**src/common/mctec_pkg.sv**
```systemverilog
// package: constants and types for the match-clear timer/event counter
//
// Notes on behaviour
// - instances 0,1: source 00/01/10 = /4,/16,/32
// - instances 2,3: source 00/01/10 = /4,/1024,/2048
// - run mode 11 starts counting with count clock
// - match with compare zero clears, raises irq
// - match period is compare plus one counts
// - compare one match always raises its irq
// - counter read never disturbs counting
// - output control 03H toggles pin per match
// - square wave period is 2(M+1) counts
// - source 11 counts valid event edges
// - first event interrupt after compare plus two
// - event edge needs two equal samples
// - run mode 00 stops and clears counter
// - run modes: stop, free, edge-clear, match-clear
// - output enable low holds pin low
// - overflow flag sets on FFFF to 0000 wrap
package mctec_pkg;
    localparam logic [1:0] MCTEC_RUN_STOP = 2'h0;
    localparam logic [1:0] MCTEC_RUN_FREE = 2'h1;
    localparam logic [1:0] MCTEC_RUN_EDGE = 2'h2;
    localparam logic [1:0] MCTEC_RUN_MATCH = 2'h3;
    localparam logic [1:0] MCTEC_SRC_EVENT = 2'h3;
    localparam logic [15:0] MCTEC_COUNT_RESET = 16'h0000;
    localparam logic [15:0] MCTEC_COUNT_MAX = 16'hFFFF;
    localparam int MCTEC_DIV_A = 4;
    localparam int MCTEC_DIV_B_LOW = 16;
    localparam int MCTEC_DIV_C_LOW = 32;
    localparam int MCTEC_DIV_B_HIGH = 1024;
    localparam int MCTEC_DIV_C_HIGH = 2048;
    localparam int MCTEC_PRESCALE_W = 11;
    // edge select encodings for the event pin
    localparam logic [1:0] MCTEC_EDGE_FALL = 2'h0;
    localparam logic [1:0] MCTEC_EDGE_RISE = 2'h1;
    localparam logic [1:0] MCTEC_EDGE_BOTH = 2'h3;
    typedef enum logic [1:0] {MCTEC_ST_IDLE, MCTEC_ST_ARM, MCTEC_ST_RUN} mctec_state_t;
endpackage

```
**src/verilog/mctec_timer.sv**
```systemverilog
// 16-bit match-clear timer/event counter top
`timescale 1ns/10ps
module mctec_timer
#(
    parameter int INSTANCE = 0
)
(
    input wire logic mclk_i,
    input wire logic reset_i,
    input wire logic [1:0] run_mode_i,
    input wire logic [1:0] source_select_i,
    input wire logic [1:0] event_edge_sel_i,
    input wire logic [15:0] compare_zero_i,
    input wire logic [15:0] compare_one_i,
    input wire logic toggle_on_match_zero_i,
    input wire logic toggle_on_match_one_i,
    input wire logic output_enable_bit_i,
    input wire logic overflow_clear_i,
    input wire logic event_input_pin_i,
    output logic [15:0] counter_value_o,
    output logic match_zero_irq_o,
    output logic match_one_irq_o,
    output logic overflow_flag_o,
    output logic timer_output_pin_o
);
    import mctec_pkg::*;

    // refuse an instance number that has no divider table
    if (INSTANCE < 0 || INSTANCE > 3)
    begin : g_bad_instance
        $error("INSTANCE must be 0 to 3");
    end

    localparam bit HIGH_PAIR = (INSTANCE >= 2);
    localparam int DIV_B = HIGH_PAIR ? MCTEC_DIV_B_HIGH : MCTEC_DIV_B_LOW;
    localparam int DIV_C = HIGH_PAIR ? MCTEC_DIV_C_HIGH : MCTEC_DIV_C_LOW;

    ////////////////////////////////////////////////////////////////////////
    logic [MCTEC_PRESCALE_W-1:0] pre_reg;
    logic tick_next;
    logic ev_edge;
    logic running;
    logic [15:0] count_reg;
    logic [15:0] count_next;
    logic wrap;
    logic hit0;
    logic hit1;
    logic step;
    mctec_state_t state_reg;

    assign running = (run_mode_i != MCTEC_RUN_STOP);

    mctec_event_filter u_filter
    (
        .mclk_i(mclk_i),
        .reset_i(reset_i),
        .pin_i(event_input_pin_i),
        .edge_sel_i(event_edge_sel_i),
        .edge_o(ev_edge)
    );

    // free prescaler held at zero while stopped so starts line up
    always_ff @(posedge mclk_i)
    begin
        if (reset_i || !running)
        begin
            pre_reg <= '0;
        end
        else
        begin
            pre_reg <= pre_reg + 1'b1;
        end
    end

    function automatic logic div_hit(input logic [MCTEC_PRESCALE_W-1:0] p, input int div);
        div_hit = (p == MCTEC_PRESCALE_W'(div - 1));
    endfunction

    // count enable is a one-cycle pulse, never a derived clock
    always_comb
    begin
        tick_next = 1'b0;
        case (source_select_i)
            2'h0: tick_next = (pre_reg[1:0] == 2'h3);
            2'h1: tick_next = div_hit(pre_reg & MCTEC_PRESCALE_W'(DIV_B - 1), DIV_B);
            2'h2: tick_next = div_hit(pre_reg & MCTEC_PRESCALE_W'(DIV_C - 1), DIV_C);
            default: tick_next = ev_edge;
        endcase
    end

    ////////////////////////////////////////////////////////////////////////
    // start sequence: first count clock after start loads zero, so the first
    // match comes one count later than the steady period
    always_ff @(posedge mclk_i)
    begin
        if (reset_i || !running)
        begin
            state_reg <= MCTEC_ST_IDLE;
        end
        else
        begin
            case (state_reg)
                MCTEC_ST_IDLE: state_reg <= MCTEC_ST_ARM;
                MCTEC_ST_ARM: if (tick_next) state_reg <= MCTEC_ST_RUN;
                default: state_reg <= MCTEC_ST_RUN;
            endcase
        end
    end

    assign step = tick_next && (state_reg == MCTEC_ST_RUN);
    assign hit0 = step && (count_reg == compare_zero_i);
    assign hit1 = step && (count_reg == compare_one_i);
    assign wrap = step && (count_reg == MCTEC_COUNT_MAX);

    always_comb
    begin
        count_next = count_reg + 16'h0001;
        if (run_mode_i == MCTEC_RUN_MATCH && count_reg == compare_zero_i)
        begin
            count_next = MCTEC_COUNT_RESET;
        end
        else if (run_mode_i == MCTEC_RUN_EDGE && ev_edge)
        begin
            count_next = MCTEC_COUNT_RESET;
        end
    end

    // counter is read directly; no read side effect
    always_ff @(posedge mclk_i)
    begin
        if (reset_i || !running)
        begin
            count_reg <= MCTEC_COUNT_RESET;
        end
        else if (step)
        begin
            count_reg <= count_next;
        end
    end

    assign counter_value_o = count_reg;

    always_ff @(posedge mclk_i)
    begin
        if (reset_i)
        begin
            match_zero_irq_o <= 1'b0;
            match_one_irq_o <= 1'b0;
        end
        else
        begin
            match_zero_irq_o <= hit0;
            match_one_irq_o <= hit1;
        end
    end

    // set wins over software clear; stop also clears
    always_ff @(posedge mclk_i)
    begin
        if (reset_i)
        begin
            overflow_flag_o <= 1'b0;
        end
        else if (wrap)
        begin
            overflow_flag_o <= 1'b1;
        end
        else if (overflow_clear_i || !running)
        begin
            overflow_flag_o <= 1'b0;
        end
    end

    logic tout_reg;
    always_ff @(posedge mclk_i)
    begin
        if (reset_i || !running)
        begin
            tout_reg <= 1'b0;
        end
        else if ((hit0 && toggle_on_match_zero_i) || (hit1 && toggle_on_match_one_i))
        begin
            tout_reg <= ~tout_reg;
        end
    end

    always_ff @(posedge mclk_i)
    begin
        if (reset_i)
        begin
            timer_output_pin_o <= 1'b0;
        end
        else
        begin
            timer_output_pin_o <= output_enable_bit_i &
                (((hit0 && toggle_on_match_zero_i) || (hit1 && toggle_on_match_one_i)) ^ tout_reg);
        end
    end

    ////////////////////////////////////////////////////////////////////////
    AST_STOP_CLEARS: assert property (@(posedge mclk_i) disable iff (reset_i)
        run_mode_i == MCTEC_RUN_STOP |=> counter_value_o == 16'h0000)
        else $error("counter not cleared while stopped");
    AST_MATCH_CLEARS: assert property (@(posedge mclk_i) disable iff (reset_i)
        hit0 && run_mode_i == MCTEC_RUN_MATCH && $stable(run_mode_i) |=> counter_value_o == 16'h0000)
        else $error("match did not clear counter");
    AST_MATCH_IRQ: assert property (@(posedge mclk_i) disable iff (reset_i)
        step && running && count_reg == compare_zero_i |=> match_zero_irq_o)
        else $error("match zero irq missing");
    AST_ONE_IRQ: assert property (@(posedge mclk_i) disable iff (reset_i)
        match_one_irq_o |-> $past(count_reg) == $past(compare_one_i))
        else $error("spurious match one irq");
    AST_PIN_LOW: assert property (@(posedge mclk_i) disable iff (reset_i)
        !output_enable_bit_i |=> !timer_output_pin_o)
        else $error("output pin not low when disabled");
    AST_TOGGLE: assert property (@(posedge mclk_i) disable iff (reset_i)
        output_enable_bit_i && $stable(output_enable_bit_i) && running && $past(running) && match_zero_irq_o
        && toggle_on_match_zero_i && !toggle_on_match_one_i && !match_one_irq_o
        |-> timer_output_pin_o != $past(timer_output_pin_o))
        else $error("pin did not toggle on match");
    AST_OVF: assert property (@(posedge mclk_i) disable iff (reset_i)
        wrap |=> overflow_flag_o)
        else $error("overflow flag not set on wrap");
    AST_DIV4: assert property (@(posedge mclk_i) disable iff (reset_i)
        step && source_select_i == 2'h0 && $stable(source_select_i) && running ##1 running [*3]
        |-> !tick_next)
        else $error("divide by four ticks too often");
    AST_EVENT_ONLY: assert property (@(posedge mclk_i) disable iff (reset_i)
        source_select_i == MCTEC_SRC_EVENT && step |-> ev_edge)
        else $error("event count without edge");
    COV_MATCH: cover property (@(posedge mclk_i) disable iff (reset_i) hit0 && run_mode_i == MCTEC_RUN_MATCH);
    COV_EVENT: cover property (@(posedge mclk_i) disable iff (reset_i) hit0 && source_select_i == MCTEC_SRC_EVENT);
    COV_TOGGLE: cover property (@(posedge mclk_i) disable iff (reset_i) $rose(timer_output_pin_o));
    COV_WRAP: cover property (@(posedge mclk_i) disable iff (reset_i) wrap);
endmodule

```
**src/verilog/mctec_event_filter.sv**
```systemverilog
// event pin synchroniser, two-sample noise filter and edge detector
`timescale 1ns/10ps
module mctec_event_filter
(
    input wire logic mclk_i,
    input wire logic reset_i,
    input wire logic pin_i,
    input wire logic [1:0] edge_sel_i,
    output logic edge_o
);
    import mctec_pkg::*;
    logic sync1_reg;
    logic sync2_reg;
    logic samp_reg;
    logic level_reg;
    logic edge_next;

    always_ff @(posedge mclk_i)
    begin
        if (reset_i)
        begin
            sync1_reg <= 1'b0;
            sync2_reg <= 1'b0;
        end
        else
        begin
            sync1_reg <= pin_i;
            sync2_reg <= sync1_reg;
        end
    end

    // accept a new level only after two equal samples
    always_ff @(posedge mclk_i)
    begin
        if (reset_i)
        begin
            samp_reg <= 1'b0;
            level_reg <= 1'b0;
        end
        else
        begin
            samp_reg <= sync2_reg;
            if (samp_reg == sync2_reg)
            begin
                level_reg <= sync2_reg;
            end
        end
    end

    always_comb
    begin
        edge_next = 1'b0;
        if (samp_reg == sync2_reg && level_reg != sync2_reg)
        begin
            if (edge_sel_i == MCTEC_EDGE_BOTH)
            begin
                edge_next = 1'b1;
            end
            else if (edge_sel_i == MCTEC_EDGE_RISE)
            begin
                edge_next = sync2_reg;
            end
            else if (edge_sel_i == MCTEC_EDGE_FALL)
            begin
                edge_next = ~sync2_reg;
            end
        end
    end

    always_ff @(posedge mclk_i)
    begin
        if (reset_i)
        begin
            edge_o <= 1'b0;
        end
        else
        begin
            edge_o <= edge_next;
        end
    end

    AST_FILTER_GLITCH: assert property (@(posedge mclk_i) disable iff (reset_i)
        edge_o |-> $past(samp_reg) == $past(sync2_reg))
        else $error("edge accepted without two equal samples");
endmodule

```
**config.mk**
```make
export PLATFORM = sky130hd
export DESIGN_NAME = mctec_timer
export DESIGN_NICKNAME = d
export VERILOG_FILES = /design/src/common/mctec_pkg.sv /design/src/verilog/mctec_timer.sv /design/src/verilog/mctec_event_filter.sv
export SDC_FILE = /design/constraint.sdc
export NUM_CORES = 1
export LEC_CHECK = 0
export BUFFER_PORTS_ARGS = -buffer_cell sky130_fd_sc_hd__buf_4
export CAP_MARGIN = 10
export CORE_ASPECT_RATIO = 0.9
export CORE_UTILIZATION = 53
export CTS_BUF_LIST = sky130_fd_sc_hd__clkbuf_8
export DETAILED_ROUTE_END_ITERATION = 7
export PLACE_DENSITY = 0.84
export REMOVE_ABC_BUFFERS = 1
export SLEW_MARGIN = 30
export SYNTH_ARGS = -nofsm -noshare
export SYNTH_HDL_FRONTEND = slang
export SYNTH_SLANG_ARGS = --single-unit
```
**constraint.sdc**
```tcl
create_clock -name mclk_i -period 5.7 [get_ports mclk_i]
set_input_delay 0.285 -clock mclk_i [delete_from_list [all_inputs] [get_ports mclk_i]]
set_output_delay 0.285 -clock mclk_i [all_outputs]
set_load 0.01 [all_outputs]
```
# After elaboration in Yosys (flattened, before gate mapping)
# Cells that the tools add are included.
# op_classes
n_addsub,2
n_eq_ne,17
mux,10
bitwise_logic,5
reduce_logical,19
# op_table
operator,count
== test 16 bit,2
two-way mux 16 bit,2
adder 16 x 1 -> 16 bit (second input constant),1
== test 16 bit (second input constant),1
== test 2 bit (second input constant),6
adder 11 x 1 -> 11 bit (second input constant),1
logical AND 1 bit,9
== test 2 x 1 -> 1 bit (second input constant),3
zero test 2 bit,3
== test 5 bit (second input constant),1
two-way mux 1 bit,5
== test 4 bit (second input constant),1
one-hot mux 2 bit (2 select lines),1
nonzero test 2 bit,2
logical OR 1 bit,3
inverter 1 bit,3
one-hot mux 1 bit (3 select lines),1
two-way mux 2 bit,1
!= test 2 bit (second input constant),1
OR reduction 2 bit,1
AND 1 bit,1
== test 1 bit,1
zero test 1 bit,1
!= test 1 bit,1
bitwise XOR 1 bit,1
# word_totals
ff_bits,39
out_inout_bits,20
elab_cells,66

# Longest topological paths before layout
# logic_depth
depth_word,8
mapped_depth,9
ltp_nobuf,8

# By module
# Synthesis repeated with hierarchy kept, for this count alone.
# hier_totals
hier_cells,205
hier_area_um2,1828.0
# modules_own_cells
mod,instances,cells_per_inst,area_each_um2,seq_area_each_um2
mctec_timer,1,190,1650.3,560.5
mctec_event_filter,1,15,177.7,100.1

# Least setup slack after synthesis
# Ideal clock, no wire load.
# synth_timing
path_kind,flip-flop to flip-flop
start,register pre_reg[0]
end,"register count_reg[11], in the netlist counter_value_o[11]"
setup_time_ns,0.115
arrival_time_ns,1.900
required_time_ns,5.585
path_slack_ns,3.684
path_stages_with_launch,10
path_buffers,1
synth_period_minus_slack_ns,2.016
cell_sequence,dfxtp_1 -> ha_1 -> and3_1 -> ha_1 -> mux2_2 -> o221ai_2 -> buf_2 -> nor3_1 -> xnor2_1 -> nor2_2
# synth_via
elab_chain_len,3
# synth_lines
element,line_no,rtl
start: declaration,mctec_timer.sv:39,logic [MCTEC_PRESCALE_W-1:0] pre_reg;
start signal: assignment,mctec_timer.sv:71,pre_reg <= pre_reg + 1'b1;
"== test 5 bit, or another cell as far along",mctec_timer.sv:76,div_hit = (p == MCTEC_PRESCALE_W'(div - 1));
one-hot mux 1 bit (3 select lines) *,mctec_timer.sv:83,case (source_select_i)
logical AND 1 bit *,mctec_timer.sv:110,assign step = tick_next && (state_reg == MCTEC_ST_RUN);
end signal: assignment,mctec_timer.sv:137,count_reg <= count_next;
end: declaration,mctec_timer.sv:43,logic [15:0] count_reg;
# Mark *: on every way between the ends. The rest lies on a longest branch, timed or not.
# A chain may end at the register's enable or synchronous reset.

# Worst setup path after layout
# Ends and elaborated chain as after synthesis.

==> qor.csv <==
metric,value,unit
IO Port Bufs,64,
number of synthesis warnings,0,
Most used DFF post-synth,dfxtp_1,
Worst slew margin,0.5180,
Post-synth EDFFs,0,
Fin. Hold Viols,0,
Worst setup EP type,flop,
grt total ovfl,0,
Longest Clk Path Bufs,2,
DRC violations left,0,
"commonest cells after routing, fill and taps aside","64 x buf_4, 34 x xor2_1, 33 x dfxtp_1",
total track usage,0.2508,
RePlAce Congestion,0.8049,
Detailed Place HPWL,3354,microns
"critical path fanouts, max",15,
max-cap violations,0,
Post-Synthesis Cells,203,
Cell variety after synth,41,
number of antenna violations at the first check in global routing,0,
TritonCTS Buffers,5,
Initial Util,0.5632,
"Design Area, Final",0.002495,sq mm
"Reg clk slew, reported paths",0.07,ns
leak pwr,1.082,nW
minimum clock period,2.427,ns
max FFs per register,16,
quantity of hold-fixing buffers added after cts,0,
DR vias,1627,
RSZ-0062 raised after global routing,false,
gr busiest metal,met2,
met2 Usage GRT,0.3888,
worst hold path startpoint,event_input_pin_i,
CP startpoint kind,flop,
first-pass GRT wire length,7100,microns
Post-Route Setup TNS,0,ns
register area share after synthesis,0.3446,
Die ar.,0.003861,sq mm
postcts setup bufs,0,
PD cells,207.8,mW/mm^2
"Avg Cell Area, Syn",9.443,sq um
synthesized flop and latch total,33,
Antenna Cells,0,
HP Class,in -> reg,
worst path arrival time,2.58,ns
outcome,"complete, no violations",
# setup viols final,0,
layout cells sized above 1,0.3623,
hold path cells,2,
r2r worst-path depth,8,
CP Launch Point,pre_reg[0],
CTS tree,built,
vias per std cell,5.265,
WS Path Type,reg -> reg,
Site Rows,20,
FF-to-FF Start,pre_reg[0],
skew final,0.007939,ns
worst slew pin tran,0.7230,ns
"most common cell after layout, fill and taps aside",buf_4,
top-level port count,65,
nets,312,
CORE AREA,0.003403,sq mm
Initial DRT Pass Iterations,4,
Async SR Flop Fraction,0,
die width,65.39,microns
drt wl/cell,14.20,microns
FMAX,0.4120,GHz
Synth Cell Area,0.001917,sq mm
routed wire length,4388,microns
number of global-route vias before repair,1495,
cts repair resizes,0,
Worst EP required,5.86,ns
Die H,59.05,microns
peak supply drop,0.0001377,V
Final Max Tran Viols,0,
Antenna Nets Post-Route,0,
GR Util met3,0.07308,
Skew-Pair Late Insertion Delay,0.29,ns
root buf cell,clkbuf_8,
clk sinks,33,
Final Cycle Share,0.4258,
M1 GR Usage,0.3456,
Detailed Route Iter0 Violations,93,
largest net degree at the start of global routing,17,
H-tree depth,2,
Area Overhead vs Synth,30.16,%
Area after DPL,0.002379,sq mm
[Yosys cell counts (2+ instances only)]
cell type	n	area [sq um]
dfxtp_1	33	660.6
or2_2	3	18.77
nand4_1	5	31.28
a21oi_1	3	15.01
inv_1	4	15.01
ha_1	3	37.54
and2_1	3	18.77
nor3_1	9	45.04
nor4_4	4	85.08
nor2_2	10	62.56
mux2i_1	2	20.02
nor2b_1	4	25.02
and3_1	2	12.51
buf_2	4	20.02
nand3_1	5	25.02
nor4_1	8	50.05
xor2_1	34	297.8
xnor2_1	16	140.1
nor2_1	13	48.80
nand2_1	14	52.55
buf_6	4	45.04
[area by class of cell]
cell class                 count  area (sq um)
sequential                    33         660.6
clock buffer                   6         82.58
timing repair buffer          64         480.5
multi-input combinational    156          1167
tap                           44         55.05
inverter                       4         15.01
fill                         258         908.4
clock inverter                 2         33.78
[worst max-delay path: stages, from the launching register on]
cell	delay, ns
dfxtp_1	0.33
ha_1	0.25
and3_1	0.19
ha_1	0.18
mux2_2	0.30
o221ai_2	0.58
nor3_1	0.18
xnor2_1	0.24
nor2_2	0.04
[where the power goes]
| part | internal, W | switching [W] | total [W] |
|---|---|---|---|
| clock network | 0.000141 | 0.0000858 | 0.000226 |
| logic | 0.0000311 | 0.0000254 | 0.0000565 |
| registers | 0.000234 | 0.00000194 | 0.000236 |
| total | 0.000405 | 0.000113 | 0.000519 |
[cells by family after synthesis]
logic type	count (synthesis)	synth area share
and+or+nand+nor	87	0.2787
xor gates and xnor gates	50	0.2285
DFF	33	0.3446
buffers and inverters	14	0.04634
AOI/OAI and AO/OA	13	0.06593
muxes	3	0.01632
adders and majority gates	3	0.01958
[layer usage]
layer / vias up / share of wire
met3: 2 / 0.065
met2: 64 / 0.46
met1: 748 / 0.47
met5: - / 0
li1: 813 / -
met4: 0 / 0.0048
[stage by stage]
step / util / setup WS [ns] / power (W) / instances / hold WS (ns)
2_1_floorplan: - / 3.634 / 0.0002646 / 193 / 0.3541
3_3_place_gp: 0.6989 / 3.431 / 0.0002961 / 301 / 0.4207
3_5_place_dp: 0.6989 / 3.333 / 0.0002970 / 301 / 0.4309
4_1_cts: 0.7331 / 3.287 / 0.0005209 / 309 / 0.2199
5_1_grt: 0.7331 / 3.098 / 0.0005360 / 309 / 0.2261
6_report: 0.7331 / 3.273 / 0.0005185 / 309 / 0.2244
[path summary, 6_finish.rpt]
| check | end | slack, ns |
|---|---|---|
| max | counter_value_o[11] | 3.27 |
| min | u_filter.sync1_reg | 0.22 |
| max reg2reg | counter_value_o[11] | 3.27 |
| min reg2reg | u_filter.sync2_reg | 0.44 |
Power figures use the tool's default switching activity.
